### src/rtl/ptcb_regs.vh
// register map and constants of the pack topology configuration bank
// assumes: included by the bank module, apb byte address = 4 x index
`ifndef PTCB_REGS_VH
`define PTCB_REGS_VH

// ****************************************************************
// register indices and byte addresses
// ****************************************************************
`define PTCB_IDX_GROUP0        16'h1200
`define PTCB_IDX_GROUP1        16'h1201
`define PTCB_IDX_GROUP2        16'h1202
`define PTCB_IDX_GROUP3        16'h1203
`define PTCB_IDX_SERIES        16'h1204
`define PTCB_IDX_PARALLEL      16'h1205
`define PTCB_IDX_SENSORS       16'h1206
`define PTCB_IDX_STATUS        16'h1280
`define PTCB_ADDR_W            16
`define PTCB_BYTE_ADDR(i)      ((i) << 2)
`define PTCB_ADDR_GROUP0       `PTCB_BYTE_ADDR(`PTCB_IDX_GROUP0)
`define PTCB_ADDR_GROUP1       `PTCB_BYTE_ADDR(`PTCB_IDX_GROUP1)
`define PTCB_ADDR_GROUP2       `PTCB_BYTE_ADDR(`PTCB_IDX_GROUP2)
`define PTCB_ADDR_GROUP3       `PTCB_BYTE_ADDR(`PTCB_IDX_GROUP3)
`define PTCB_ADDR_SERIES       `PTCB_BYTE_ADDR(`PTCB_IDX_SERIES)
`define PTCB_ADDR_PARALLEL     `PTCB_BYTE_ADDR(`PTCB_IDX_PARALLEL)
`define PTCB_ADDR_SENSORS      `PTCB_BYTE_ADDR(`PTCB_IDX_SENSORS)
`define PTCB_ADDR_STATUS       `PTCB_BYTE_ADDR(`PTCB_IDX_STATUS)

// ****************************************************************
// field layout
// ****************************************************************
`define PTCB_SEL_W             2
`define PTCB_SENSOR_NUM_W      3
`define PTCB_CELLS             16
`define PTCB_SER_MSB           4
`define PTCB_PAR_MSB           7
`define PTCB_NSENS_MSB         2

// ****************************************************************
// reset values and valid ranges
// ****************************************************************
`define PTCB_RST_GROUP         8'h00
`define PTCB_RST_SERIES        5'h10
`define PTCB_RST_PARALLEL      8'h01
`define PTCB_RST_SENSORS       3'h1
`define PTCB_SER_MIN           8'h02
`define PTCB_SER_MAX           8'h10
`define PTCB_PAR_MIN           8'h01
`define PTCB_NSENS_MIN         8'h01
`define PTCB_NSENS_MAX         8'h04
`define PTCB_SEL_OFFSET        3'h1

`endif

### src/rtl/ptcb_bank.v
// pack topology configuration bank with an apb3 slave port
// assumes: single clock pclk, async active-low presetn, apb master on pclk
`timescale 1ns/1ps
`include "ptcb_regs.vh"

// Function
// each cell selector is a two-bit code and the chosen sensor is the code plus one, one to four.
// four cell selectors per byte in ascending bit pairs, cell 4 on top of byte 0, cells 5-8 in byte 1.
// cells nine to twelve sit in the third selector byte, low pair first.
// cells thirteen to sixteen sit in the fourth selector byte, cell 13 lowest.
// after reset every cell selector picks sensor one.
// the series cell count is a five-bit low field, valid from two to sixteen.
// after reset the series cell count reads sixteen.
// the parallel cell count is a full byte, valid from one to 255.
// after reset the parallel cell count reads one.
// a three-bit sensor count, one to four, bounds the sensors a cell may select.
// a selector byte write updates its four cells at once and a read returns all four.
module ptcb_bank #(
   parameter ADDR_W = `PTCB_ADDR_W
) (
   input  wire                                         pclk,              // apb clock
   input  wire                                         presetn,           // async reset, low
   input  wire [ADDR_W-1:0]                            paddr,             // byte address
   input  wire                                         psel,              // slave select
   input  wire                                         penable,           // access phase
   input  wire                                         pwrite,            // 1 write, 0 read
   input  wire [31:0]                                  pwdata,            // write data
   output reg  [31:0]                                  prdata,            // read data
   output reg                                          pready,            // transfer done
   output reg                                          pslverr,           // transfer error
   output reg  [`PTCB_CELLS*`PTCB_SENSOR_NUM_W-1:0]    cell_sensor_num,   // sensor per cell
   output reg  [`PTCB_CELLS-1:0]                       cell_sensor_bad,   // beyond sensor count
   output reg  [`PTCB_SER_MSB:0]                       series_cell_count, // series cells
   output reg  [`PTCB_PAR_MSB:0]                       parallel_cell_count, // parallel cells
   output reg  [`PTCB_NSENS_MSB:0]                     pack_sensor_count  // sensors in pack
);

   // ****************************************************************
   // storage
   // ****************************************************************
   reg  [31:0]                 sel_reg;        // four selector bytes, group0 low
   reg  [`PTCB_SER_MSB:0]      series_reg;
   reg  [`PTCB_PAR_MSB:0]      parallel_reg;
   reg  [`PTCB_NSENS_MSB:0]    sensors_reg;
   reg                         wr_pend_reg;    // setup decided an accepted write
   reg  [2:0]                  wr_target_reg;  // which register it hits
   reg  [31:0]                 prdata_next;
   reg                         pslverr_next;
   reg                         wr_ok_next;
   reg  [2:0]                  wr_target_next;

   localparam [2:0] TGT_G0  = 3'h0;
   localparam [2:0] TGT_G1  = 3'h1;
   localparam [2:0] TGT_G2  = 3'h2;
   localparam [2:0] TGT_G3  = 3'h3;
   localparam [2:0] TGT_SER = 3'h4;
   localparam [2:0] TGT_PAR = 3'h5;
   localparam [2:0] TGT_NS  = 3'h6;
   localparam [2:0] TGT_NONE = 3'h7;

   wire        setup  = psel & ~penable;
   wire        access = psel & penable & pready;
   wire [7:0]  wbyte  = pwdata[7:0];
   wire [`PTCB_ADDR_W-1:0] addr16 = paddr[`PTCB_ADDR_W-1:0];

   // ****************************************************************
   // range checks on the written byte
   // ****************************************************************
   wire        ser_in_range = (wbyte >= `PTCB_SER_MIN) && (wbyte <= `PTCB_SER_MAX);
   wire        par_in_range = (wbyte >= `PTCB_PAR_MIN);
   wire        ns_in_range  = (wbyte >= `PTCB_NSENS_MIN) && (wbyte <= `PTCB_NSENS_MAX);

   // ****************************************************************
   // decode at setup: read data, error and write legality
   // ****************************************************************
   always @* begin
      prdata_next    = 32'h0000_0000;
      pslverr_next   = 1'b0;
      wr_ok_next     = 1'b0;
      wr_target_next = TGT_NONE;
      case (addr16)
         `PTCB_ADDR_GROUP0: begin
            prdata_next    = {24'h00_0000, sel_reg[7:0]};
            wr_target_next = TGT_G0;
            wr_ok_next     = 1'b1;
         end
         `PTCB_ADDR_GROUP1: begin
            prdata_next    = {24'h00_0000, sel_reg[15:8]};
            wr_target_next = TGT_G1;
            wr_ok_next     = 1'b1;
         end
         `PTCB_ADDR_GROUP2: begin
            prdata_next    = {24'h00_0000, sel_reg[23:16]};
            wr_target_next = TGT_G2;
            wr_ok_next     = 1'b1;
         end
         `PTCB_ADDR_GROUP3: begin
            prdata_next    = {24'h00_0000, sel_reg[31:24]};
            wr_target_next = TGT_G3;
            wr_ok_next     = 1'b1;
         end
         `PTCB_ADDR_SERIES: begin
            prdata_next    = {27'h0, series_reg};
            wr_target_next = TGT_SER;
            // out of range count is refused, register unchanged
            wr_ok_next     = ser_in_range;
         end
         `PTCB_ADDR_PARALLEL: begin
            prdata_next    = {24'h00_0000, parallel_reg};
            wr_target_next = TGT_PAR;
            wr_ok_next     = par_in_range;
         end
         `PTCB_ADDR_SENSORS: begin
            prdata_next    = {29'h0, sensors_reg};
            wr_target_next = TGT_NS;
            wr_ok_next     = ns_in_range;
         end
         `PTCB_ADDR_STATUS: begin
            prdata_next    = {16'h0000, cell_sensor_bad};
            wr_target_next = TGT_NONE;
            wr_ok_next     = 1'b0;
         end
         default: begin
            prdata_next    = 32'h0000_0000;
            pslverr_next   = 1'b1;
            wr_ok_next     = 1'b0;
         end
      endcase
      if (pwrite) begin
         prdata_next = 32'h0000_0000;
         if (!wr_ok_next) begin
            pslverr_next = 1'b1;
         end
      end
   end

   // ****************************************************************
   // apb handshake: one setup, one access cycle, no wait states
   // ****************************************************************
   // pready stands for exactly the access cycle after each setup
   always @(posedge pclk or negedge presetn) begin
      if (!presetn) begin
         pready <= 1'b0;
      end else begin
         pready <= setup;
      end
   end

   // read data and error latched at setup, cleared after the access
   always @(posedge pclk or negedge presetn) begin
      if (!presetn) begin
         prdata  <= 32'h0000_0000;
         pslverr <= 1'b0;
      end else if (setup) begin
         prdata  <= prdata_next;
         pslverr <= pslverr_next;
      end else if (access) begin
         prdata  <= 32'h0000_0000;
         pslverr <= 1'b0;
      end
   end

   // write decision taken at setup, applied at the access edge
   always @(posedge pclk or negedge presetn) begin
      if (!presetn) begin
         wr_pend_reg   <= 1'b0;
         wr_target_reg <= TGT_NONE;
      end else if (setup) begin
         wr_pend_reg   <= pwrite & wr_ok_next;
         wr_target_reg <= wr_target_next;
      end else if (access) begin
         wr_pend_reg   <= 1'b0;
         wr_target_reg <= TGT_NONE;
      end
   end

   // ****************************************************************
   // write strobes, one per register, only at an accepted access
   // ****************************************************************
   wire        commit = access & wr_pend_reg;
   wire        wr_g0  = commit & (wr_target_reg == TGT_G0);
   wire        wr_g1  = commit & (wr_target_reg == TGT_G1);
   wire        wr_g2  = commit & (wr_target_reg == TGT_G2);
   wire        wr_g3  = commit & (wr_target_reg == TGT_G3);
   wire        wr_ser = commit & (wr_target_reg == TGT_SER);
   wire        wr_par = commit & (wr_target_reg == TGT_PAR);
   wire        wr_ns  = commit & (wr_target_reg == TGT_NS);

   // ****************************************************************
   // selector bytes: a write replaces all four pairs of one byte
   // ****************************************************************
   always @(posedge pclk or negedge presetn) begin
      if (!presetn) begin
         sel_reg <= {4{`PTCB_RST_GROUP}};
      end else begin
         // cells 1 to 4
         if (wr_g0) begin
            sel_reg[7:0] <= wbyte;
         end
         // cells 5 to 8
         if (wr_g1) begin
            sel_reg[15:8] <= wbyte;
         end
         // cells 9 to 12
         if (wr_g2) begin
            sel_reg[23:16] <= wbyte;
         end
         // cells 13 to 16
         if (wr_g3) begin
            sel_reg[31:24] <= wbyte;
         end
      end
   end

   // ****************************************************************
   // series count: a refused write never raises its strobe
   // ****************************************************************
   always @(posedge pclk or negedge presetn) begin
      if (!presetn) begin
         series_reg <= `PTCB_RST_SERIES;
      end else if (wr_ser) begin
         series_reg <= wbyte[`PTCB_SER_MSB:0];
      end
   end

   // ****************************************************************
   // parallel count
   // ****************************************************************
   always @(posedge pclk or negedge presetn) begin
      if (!presetn) begin
         parallel_reg <= `PTCB_RST_PARALLEL;
      end else if (wr_par) begin
         parallel_reg <= wbyte[`PTCB_PAR_MSB:0];
      end
   end

   // ****************************************************************
   // sensor count
   // ****************************************************************
   always @(posedge pclk or negedge presetn) begin
      if (!presetn) begin
         sensors_reg <= `PTCB_RST_SENSORS;
      end else if (wr_ns) begin
         sensors_reg <= wbyte[`PTCB_NSENS_MSB:0];
      end
   end

   // ****************************************************************
   // per-cell decode: one small decoder per cell
   // ****************************************************************
   wire [`PTCB_CELLS*`PTCB_SENSOR_NUM_W-1:0] cell_num_w;   // decoded sensor numbers
   wire [`PTCB_CELLS-1:0]                    cell_bad_w;   // beyond sensor count

   genvar c;
   generate
      for (c = 0; c < `PTCB_CELLS; c = c + 1) begin : g_cell
         // cell c+1 takes pair c: four pairs a byte, ascending
         ptcb_cell_decode #(
            .SEL_W   (`PTCB_SEL_W),
            .NUM_W   (`PTCB_SENSOR_NUM_W)
         ) u_dec (
            .code    (sel_reg[`PTCB_SEL_W*c +: `PTCB_SEL_W]),
            .sensors (sensors_reg),
            .num     (cell_num_w[`PTCB_SENSOR_NUM_W*c +: `PTCB_SENSOR_NUM_W]),
            .bad     (cell_bad_w[c])
         );
      end
   endgenerate

   // ****************************************************************
   // decoded cell outputs, one clock behind the selector bytes
   // ****************************************************************
   always @(posedge pclk or negedge presetn) begin
      if (!presetn) begin
         cell_sensor_num <= {`PTCB_CELLS{`PTCB_SEL_OFFSET}};
      end else begin
         cell_sensor_num <= cell_num_w;
      end
   end

   always @(posedge pclk or negedge presetn) begin
      if (!presetn) begin
         cell_sensor_bad <= {`PTCB_CELLS{1'b0}};
      end else begin
         cell_sensor_bad <= cell_bad_w;
      end
   end

   // ****************************************************************
   // series count output
   // ****************************************************************
   always @(posedge pclk or negedge presetn) begin
      if (!presetn) begin
         series_cell_count <= `PTCB_RST_SERIES;
      end else begin
         series_cell_count <= series_reg;
      end
   end

   // ****************************************************************
   // parallel count output
   // ****************************************************************
   always @(posedge pclk or negedge presetn) begin
      if (!presetn) begin
         parallel_cell_count <= `PTCB_RST_PARALLEL;
      end else begin
         parallel_cell_count <= parallel_reg;
      end
   end

   // ****************************************************************
   // sensor count output
   // ****************************************************************
   always @(posedge pclk or negedge presetn) begin
      if (!presetn) begin
         pack_sensor_count <= `PTCB_RST_SENSORS;
      end else begin
         pack_sensor_count <= sensors_reg;
      end
   end

endmodule // ptcb_bank

// ****************************************************************
// cell decoder: stored code plus offset, flagged past sensor count
// ****************************************************************
module ptcb_cell_decode #(
   parameter SEL_W = `PTCB_SEL_W,
   parameter NUM_W = `PTCB_SENSOR_NUM_W
) (
   input  wire [SEL_W-1:0] code,     // stored selector pair
   input  wire [NUM_W-1:0] sensors,  // sensors fitted in pack
   output wire [NUM_W-1:0] num,      // selected sensor number
   output wire             bad       // selects a missing sensor
);

   // ****************************************************************
   // decode
   // ****************************************************************
   wire [NUM_W-1:0] code_ext = {{(NUM_W-SEL_W){1'b0}}, code};

   // offset makes code zero the first sensor
   assign num = code_ext + `PTCB_SEL_OFFSET;
   assign bad = (num > sensors);

endmodule // ptcb_cell_decode

### config.mk
export PLATFORM = sky130hd
export DESIGN_NAME = ptcb_bank
export DESIGN_NICKNAME = d
export VERILOG_FILES = /design/src/rtl/ptcb_bank.v
export VERILOG_INCLUDE_DIRS = /design/src /design/src/rtl
export SDC_FILE = /design/constraint.sdc
export NUM_CORES = 1
export LEC_CHECK = 0
export BUFFER_PORTS_ARGS = -buffer_cell sky130_fd_sc_hd__buf_2
export CAP_MARGIN = 20
export CELL_PAD_IN_SITES_DETAIL_PLACEMENT = 1
export CELL_PAD_IN_SITES_GLOBAL_PLACEMENT = 1
export CORE_ASPECT_RATIO = 0.6
export CORE_MARGIN = 2
export CORE_UTILIZATION = 30
export CTS_BUF_LIST = sky130_fd_sc_hd__clkbuf_4 sky130_fd_sc_hd__clkbuf_8 sky130_fd_sc_hd__clkbuf_16
export CTS_CLUSTER_DIAMETER = 40
export DETAILED_ROUTE_END_ITERATION = 8
export PLACE_DENSITY_LB_ADDON = 0.1
export SETUP_SLACK_MARGIN = 0.05
export SLEW_MARGIN = 20
export SYNTH_ARGS = -nofsm -noshare
export SYNTH_HDL_FRONTEND = slang
export SYNTH_SLANG_ARGS = --single-unit
### constraint.sdc
create_clock -name pclk -period 3.1 [get_ports pclk]
set_input_delay 0.62 -clock pclk [delete_from_list [all_inputs] [get_ports pclk]]
set_output_delay 0.62 -clock pclk [all_outputs]
set_load 0.01 [all_outputs]
# Word level (Yosys, flattened, before mapping)
# Cells that the tools add are included.
totals:
  regBits: 166
  in_bits: 53
  out_inout_bits: 114
  wordCells: 100
op_classes:
  n_addsub: 16
  order_cmp: 20
  n_eq_ne: 14
  n_mux: 14
  bitwise: 13
  n_reduce_logical: 6
op_table:
  columns: ["op", "count"]
  rows:
  - ["16-bit by 15-bit == test with 1-bit output, second input constant", 8]
  - ["16-bit case mux with 8 select lines", 1]
  - ["32-bit two-way mux", 3]
  - ["2-bit by 1-bit adder with 3-bit output, second input constant", 16]
  - ["3-bit greater-than comparator", 16]
  - ["3-bit case mux with 7 select lines", 1]
  - ["1-bit AND", 12]
  - ["3-bit == test, second input constant", 3]
  - ["8-bit by 1-bit greater-or-equal comparator with 1-bit output, second input constant", 1]
  - ["8-bit by 2-bit greater-or-equal comparator with 1-bit output, second input constant", 1]
  - ["8-bit by 3-bit less-or-equal comparator with 1-bit output, second input constant", 1]
  - ["8-bit by 5-bit less-or-equal comparator with 1-bit output, second input constant", 1]
  - ["8-bit OR reduction", 1]
  - ["3-bit by 2-bit == test with 1-bit output, second input constant", 2]
  - ["1-bit two-way mux", 6]
  - ["3-bit two-way mux", 2]
  - ["1-bit case mux with 4 select lines", 1]
  - ["4-bit OR reduction", 1]
  - ["3-bit by 1-bit == test with 1-bit output, second input constant", 1]
  - ["3-bit zero test", 1]
  - ["1-bit logical AND", 2]
  - ["2-bit nonzero test", 1]
  - ["1-bit NOT", 1]

# Logic depth before layout (Yosys ltp)
# Gate-level depths: netlist (run 1).
depth:
  word_depth: 6
  mapped_depth: 7
  depth_no_buf: 6

# Hierarchy
# A second synthesis (run 1) with hierarchy kept.
hier_totals:
  hier_cells: 543
  hier_area_um2: 6914.1
modules_own_cells:
  columns: ["mod", "instances", "cells_per_inst", "area_each_um2", "seq_area_each_um2"]
  rows:
  - ["ptcb_bank", 1, 367, 5552.8, 3784.9]
  - ["ptcb_cell_decode", 16, 11, 85.1, 0.0]

# Least setup slack after synthesis (run 1)
# No wires, ideal clock.
synth_timing:
  path_type: "in2reg"
  startpoint: "in paddr[13]"
  endpoint: "reg prdata[0]"
  arrival_ns: 2.241
  required_time_ns: 3.034
  setup_slack_ns: 0.793
  stages: 6
  n_path_buf: 1
  cell_sequence: "or4b_1 -> buf_6 -> nor4_4 -> a31oi_2 -> nor3_4 -> a22o_1"
synth_between:
  elab_chain_cells: 4
synth_lines:
  columns: ["item", "line_no", "source"]
  rows:
  - ["start, declared", "ptcb_bank.v:23", "input wire [ADDR_W-1:0] paddr,"]
  - ["16-bit by 15-bit == test with 1-bit output", "ptcb_bank.v:81", "case (addr16)"]
  - ["16-bit case mux with 8 select lines (*)", "ptcb_bank.v:81", null]
  - ["32-bit two-way mux (*)", "ptcb_bank.v:129", "if (pwrite) begin"]
  - ["32-bit two-way mux (*)", "ptcb_bank.v:154", "end else if (setup) begin"]
  - ["end signal, assigned", "ptcb_bank.v:155", "prdata <= prdata_next;"]
  - ["end, declared", "ptcb_bank.v:28", "output reg [31:0] prdata,"]
# Mark *: on every way between the ends. The rest lies on a longest branch, timed or not.
# A chain may end at the register's enable or synchronous reset.

# Worst setup path after layout (run 1)
layout_timing:
  startpoint: "in paddr[8]"
  endpoint: "reg prdata[7]"
# Same word-level chain as after synthesis.

==> results.md, run 1 <==
* Top post-synthesis cells by area: dfrtp_1 (46%), ha_1 (12%), dfstp_2 (9.7%), mux2_2 (3.7%), a22o_1 (2.2%)
* Critical Path End Type: flip-flop
* Setup Slack @ Placement at 0.413 ns
* CTS sink cnt at 150
* Post-route clock period utilization at 73.1%
* Crit path arrival time at around 2.6 ns
* Rows at 42
* Hpwl dp at approximately 16000 um
* Most frequent cells in the layout: dfrtp_1 (125), buf_2 (125), ha_1 (64), inv_1 (38), nand2_1 (28)
* Number of post-CTS setup repair buffers at 0
* Netlist Area Pre-Place at ~6800 um2
* Avg WL per Cell at approximately 21 um
* Sum Neg Setup Slack at 0 ns
* H-tree depth at 4
* Max VDD drop at approximately 0.36 mV
* Skew final at 0.0125 ns
* Unrepaired setup endpoints after global routing: false
* Power Density at between 500 and 600 nW/um2
* Die area at approximately 24000 um2
* DR vias/cell at around 4.8
* Pins over their slew limit at 0
* Max reg flops at 48
* First-pass GRT wire length at approximately 32000 um
* Worst skew pair latency at approximately 0.43 ns
* Flops & latches, synth at 150
* Tot GR Track Use at ~18%
* Drc violations at 0
* Area growth, synth to finish at 25.0%
* Cts hold-fix bufs at 0
* WL final at 20900 um
* Num CTS Buffers at 17
* DRT antenna net count at 0
* Final hold vios at 0
* Critical-path maximum fanout at 17
* Die width at slightly below 200 um
* Pleak at about 0.0040 uW
* IO Pins at 167
* Post-synthesis sequential area ratio at 55.8%
* Grt ovf at 0
* # nets final at about 800
* Final Setup Violations at 0
* Final WS setup at about 0.83 ns
* Vias in the first global route at 5271
* Worst R2R Path Depth at 6
* CTS tree: built
* Fin crit period at ~2.3 ns
* Critical path required time at around 3.5 ns
* Via Count at about 4800
* Post-CTS sizing at 0
* Outcome: complete, no violations
* Placed cells at 974
* Die Y at approximately 120 um
* Slew HR at between 50 and 60%
* Worst hold path type: input pin to asynchronous set/reset pin
* Initial antenna violation count at 0
* TritonRoute pass-1 iters at 4
* Core area at roughly 22000 um2
* Max Cap Viol at 0
* Maximum clock path buffer count at 2
* Worst Tran Pin Value at approximately 0.73 ns
* Clk root buf: clkbuf_16
* N_diodes at 0
* Synth Instances at 538
* Cell variety after synth at 47
* Crit Path Class: input pin to flip-flop
* Initial Util at a little under a third
* Critical path startpoint category: input pin
* Synth top area share at between 40% and 50%
* Share of cells above drive strength 1 at between 30% and 40%
* Port bufs at ~130
* Clk pin slew, worst setup/hold paths at ~0.060 ns
* F_max at 441 MHz
* Leading area contributor after synthesis: dfrtp_1
* Synth warn at 0
* Initial DRC count at around 270
* Layout Cells excl Fill at between 1000 and 1500
* Fill count at approximately 2400
* Power Total at about 4400 uW
* Placer Congestion at between 0.8 and 0.9
* Mean post-synth cell area at approximately 13 um2
* Largest net degree at the start of global routing at between 70 and 80
## path summary, 6_finish.rpt
| check | from | endpoint | slack [ns] |
|---|---|---|---|
| setup / recovery | paddr[8] | prdata[7] | 0.83 |
| hold / removal | presetn | cell_sensor_num[28] | 0.20 |
| setup reg to reg | sensors_reg[1] | cell_sensor_bad[15] | 1.21 |
| hold reg to reg | series_reg[4] | series_cell_count[4] | 0.38 |
| max in group asynchronous | presetn | parallel_cell_count[0] | 2.00 |
| min in group pclk | series_reg[4] | series_cell_count[4] | 0.38 |
## layout make-up
cell class	count	area [um2]	share of cell area, %
Clock buffer	23	489	5.78
Timing Repair Buffer	149	810	9.56
Clock inverter	9	174	2.05
Sequential cell	150	3780	44.7
Multi-Input combinational cell	329	2690	31.7
Tap cell	308	385	4.55
Inverter	38	143	1.68
## cell families (layout without fill, tap and decap cells)
group	Yosys count	in the layout	synth area share, %
buf+inv	74	219	5.44
compound gates	122	122	12.2
simple gates	92	92	8.88
fa+ha+maj	64	64	11.8
flops	150	150	55.8
other cells	1	16	0.0553
mux	35	35	5.76
## critical path: stages
cell     delay (ns)
buf_2          0.10
or4b_1         0.56
buf_4          0.24
nor3_2         0.33
a31oi_2        0.17
nor3_4         0.40
a22o_1         0.21
## synthesized netlist by cell type (all sizes together)
library cell / count
or4: 2
a22oi: 15
nand2b: 2
or3: 3
nor4bb: 1
a21o: 18
or4bb: 1
a21oi: 21
nor3: 8
nor2: 9
nor3b: 3
nor4: 14
ha: 64
a222oi: 4
a211oi: 1
and4b: 1
inv: 38
nand3b: 2
mux2i: 3
o211ai: 2
dfrtp: 125
a22o: 17
nand4: 4
o21ai: 21
dfstp: 25
conb: 1
a31oi: 20
mux2: 32
a21bo: 1
or4b: 5
nand3: 7
buf: 24
o2111ai: 2
nor4b: 2
clkbuf: 12
nand2: 28
## where the power goes
part           switching [uW]  internal, uW  total (uW)
logic                     115          34.8         150
registers                5.35          1970        1970
clock network             795          1520        2310
## per-stage QoR
step / util [%] / hold WS [ns] / area, um2
5_1_grt: 38.3 / 0.233 / 8470
2_1_floorplan: - / 0.324 / 6840
3_5_place_dp: 35.3 / 0.378 / 7810
4_1_cts: 38.3 / 0.233 / 8470
3_3_place_gp: 35.3 / 0.378 / 7810
6_report: 38.3 / 0.205 / 8470
## metal layers
layer	up-vias	track usage (%)	share of wire [%]
met5	-	0	0
met4	0	4.89	0.83
met3	12	4.21	4.8
met2	111	27.4	44
met1	2480	26.8	51
li1	2233	-	-
Power figures use the tool's default switching activity.
==> inputs of run 2 (changes only) <==
==> constraint.sdc (replaced) <==
create_clock -name pclk -period 1.85 [get_ports pclk]
set_input_delay 0.37 -clock pclk [delete_from_list [all_inputs] [get_ports pclk]]
set_output_delay 0.37 -clock pclk [all_outputs]
set_load 0.01 [all_outputs]
==> results.md, run 2 (synthesized netlist as in run 1, its figures left out) <==
* Outcome: complete, no violations
* Most frequent cells in the layout: dfrtp_1 (125), buf_2 (124), ha_1 (64), buf_4 (53), inv_1 (38)
* R2r endpoint: cell_sensor_bad[11]
* Final WS setup at between 0.05 and 0.06 ns
* Die area at between 20000 and 25000 um2
* CTS tree: built
* Crit Path Class: input pin to flip-flop
* Skew final at 0.00895 ns
* First-pass GRT wire length at around 33000 um
* Worst Tran Pin Value at around 0.60 ns
* Power Density at about 820 nW/um2
* Critical Path End Type: flip-flop
* WL final at ~22000 um
* Final Setup Violations at 0
* Clk root buf: clkbuf_16
* Rows at 42
* F_max at 556 MHz
* Unrepaired setup endpoints after global routing: true
* Fill count at 2375
* Placed cells at between 1000 and 1500
* Critical path required time at about 2.2 ns
* Largest net degree at the start of global routing at a little under 50
* Slowest CP cell: or4b_4
* Num CTS Buffers at 17
* Area growth, synth to finish at 32.7%
* Grt ovf at 0
* Max VDD drop at roughly 0.62 mV
* Initial DRC count at around 250
* DRT antenna net count at 0
* Final Util at around two fifths
* Post-route clock period utilization at 97.2%
* Comb power frac at 4.2%
* Hpwl dp at ~17000 um
* Critical path endpoint: pslverr
* CP Cell Sequence: buf_6 -> or4b_4 -> buf_12 -> buf_4 -> nor4_4 -> a31oi_1 -> o211ai_1 -> a21oi_1
* Fin crit period at 1.80 ns
* Tot GR Track Use at between 10% and 20%
* Sequential share of power at 45.0%
* Commonest non-fill, non-tap cell in the layout: dfrtp_1
* Critical-path maximum fanout at 12
* Layout Cells excl Fill at 1051
* CTS sink cnt at 150
* Critical path startpoint category: input pin
* Setup Slack @ Placement at -0.470 ns
* Initial antenna violation count at 1
* Share of cells above drive strength 1 at 39.4%
* Max Cap Viol at 0
* Drc violations at 0
* # nets final at between 800 and 900
* Area after DPL at approximately 8200 um2
* H-tree depth at 4
* Clk pin slew, worst setup/hold paths at roughly 0.06 ns
* Power share of the clock group at roughly 50%
* Instance count on the critical path at 8
* Worst Hold Launch: pwdata[2]
* Die Y at about 120 um
* R2R Path Start: sel_reg[22]
* Sw Share at between 20% and 30%
* Placer Congestion at around 0.8
* Post-route design area at 8990 um2
* N_diodes at 0
* Worst skew pair latency at 0.44 ns
* Max reg flops at 48
* Top delay family on crit path: simple AND/OR/NAND/NOR gates
* CP max stage delay at 0.60 ns
* Slew HR at ~60%
* IO Pins at around 170
* Crit path buf inv count at 3
* Switch Pwr at ~1600 uW
* Final hold vios at 0
* Worst R2R Path Depth at 5
* Vias in the first global route at around 5500
* Crit path arrival time at between 2 and 2.5 ns
* Die width at slightly below 200 um
* Core area at around 22000 um2
* Initial Util at a little under a third
* Avg WL per Cell at roughly 21 um
* Final hold slack at about 0.28 ns
* FF-to-FF setup slack at roughly 0.18 ns
* Worst hold path type: input pin to flip-flop
* CP startpoint: paddr[15]
* Via Count at slightly above 5000
* Port bufs at 126
* Pins over their slew limit at 0
* TritonRoute pass-1 iters at 5
* Maximum clock path buffer count at 2
* Pleak at around 0.0043 uW
* P_int at approximately 5700 uW
* DR vias/cell at between 4 and 5
==> run 2: cell count changes in the layout (fill, tap and decap cells not counted), sizes merged <==
cell,change
buf,+44
bufinv,-2
clkbuf,-1
clkinv,-2
clkinvlp,+3
dlygate4sd3,+1
inv,+2
==> run 2: worst min path at each step <==
stage	end	slack [ns]	cells after the start
finish	sel_reg[18]	0.28	3
global placement	prdata[9]	0.36	1
detailed placement	prdata[9]	0.37	1
CTS	sel_reg[18]	0.27	3
global route	sel_reg[18]	0.31	3
floorplan	cell_sensor_bad[0]	0.07	0
==> run 2: through the flow <==
stage / total power, uW / TNS [ns]
floorplan: 3470 / -3.10
global placement: 3650 / -7.04
detailed placement: 3660 / -7.62
CTS: 7420 / 0
global route: 7590 / -0.00281
finish: 7330 / 0
==> run 2: worst reg2reg max path: cells and delay by family (launching register included) <==
kind            cells  cell delay (ns)
fa+ha+maj           2             0.65
compound gates      3             0.46
flops               1             0.44
==> run 2: final cells by class <==
cell class	instances	area [um2]	share of cell area [%]
clock inverter	10	144	1.60
sequential	150	3780	42.1
inverter	38	143	1.59
clock buffer	22	488	5.43
tap	308	385	4.29
timing repair buffer	194	1300	14.5
multi-input combinational	329	2750	30.6
==> run 2: timing repair <==
item / 4_1_cts / 5_1_grt
pin swaps: 1 / 6
hold buffers: 1 / 0
setup buffers: 0 / 4
hold endpoints to repair: 39 / 0
endpoints found under the setup margin: 7 / 33
gates resized for setup: 4 / 12
gates cloned: 0 / 0
==> run 2: power by group through the flow <==
stage                     Combinational (uW)  Clock, uW  Sequential (uW)
after floorplan                          115          0             3360
after global placement                   294          0             3360
after detailed placement                 301          0             3360
after CTS                                306       3820             3300
after global routing                     342       3950             3300
final                                    311       3720             3300
==> run 2: routing by layer <==
metal	share of wire [%]	track usage (%)	vias to the layer above
met3	4.7	4.13	22
met1	52	28.4	2570
li1	-	-	2335
met4	1.4	5.97	2
met5	0.051	0	-
met2	42	27.8	126
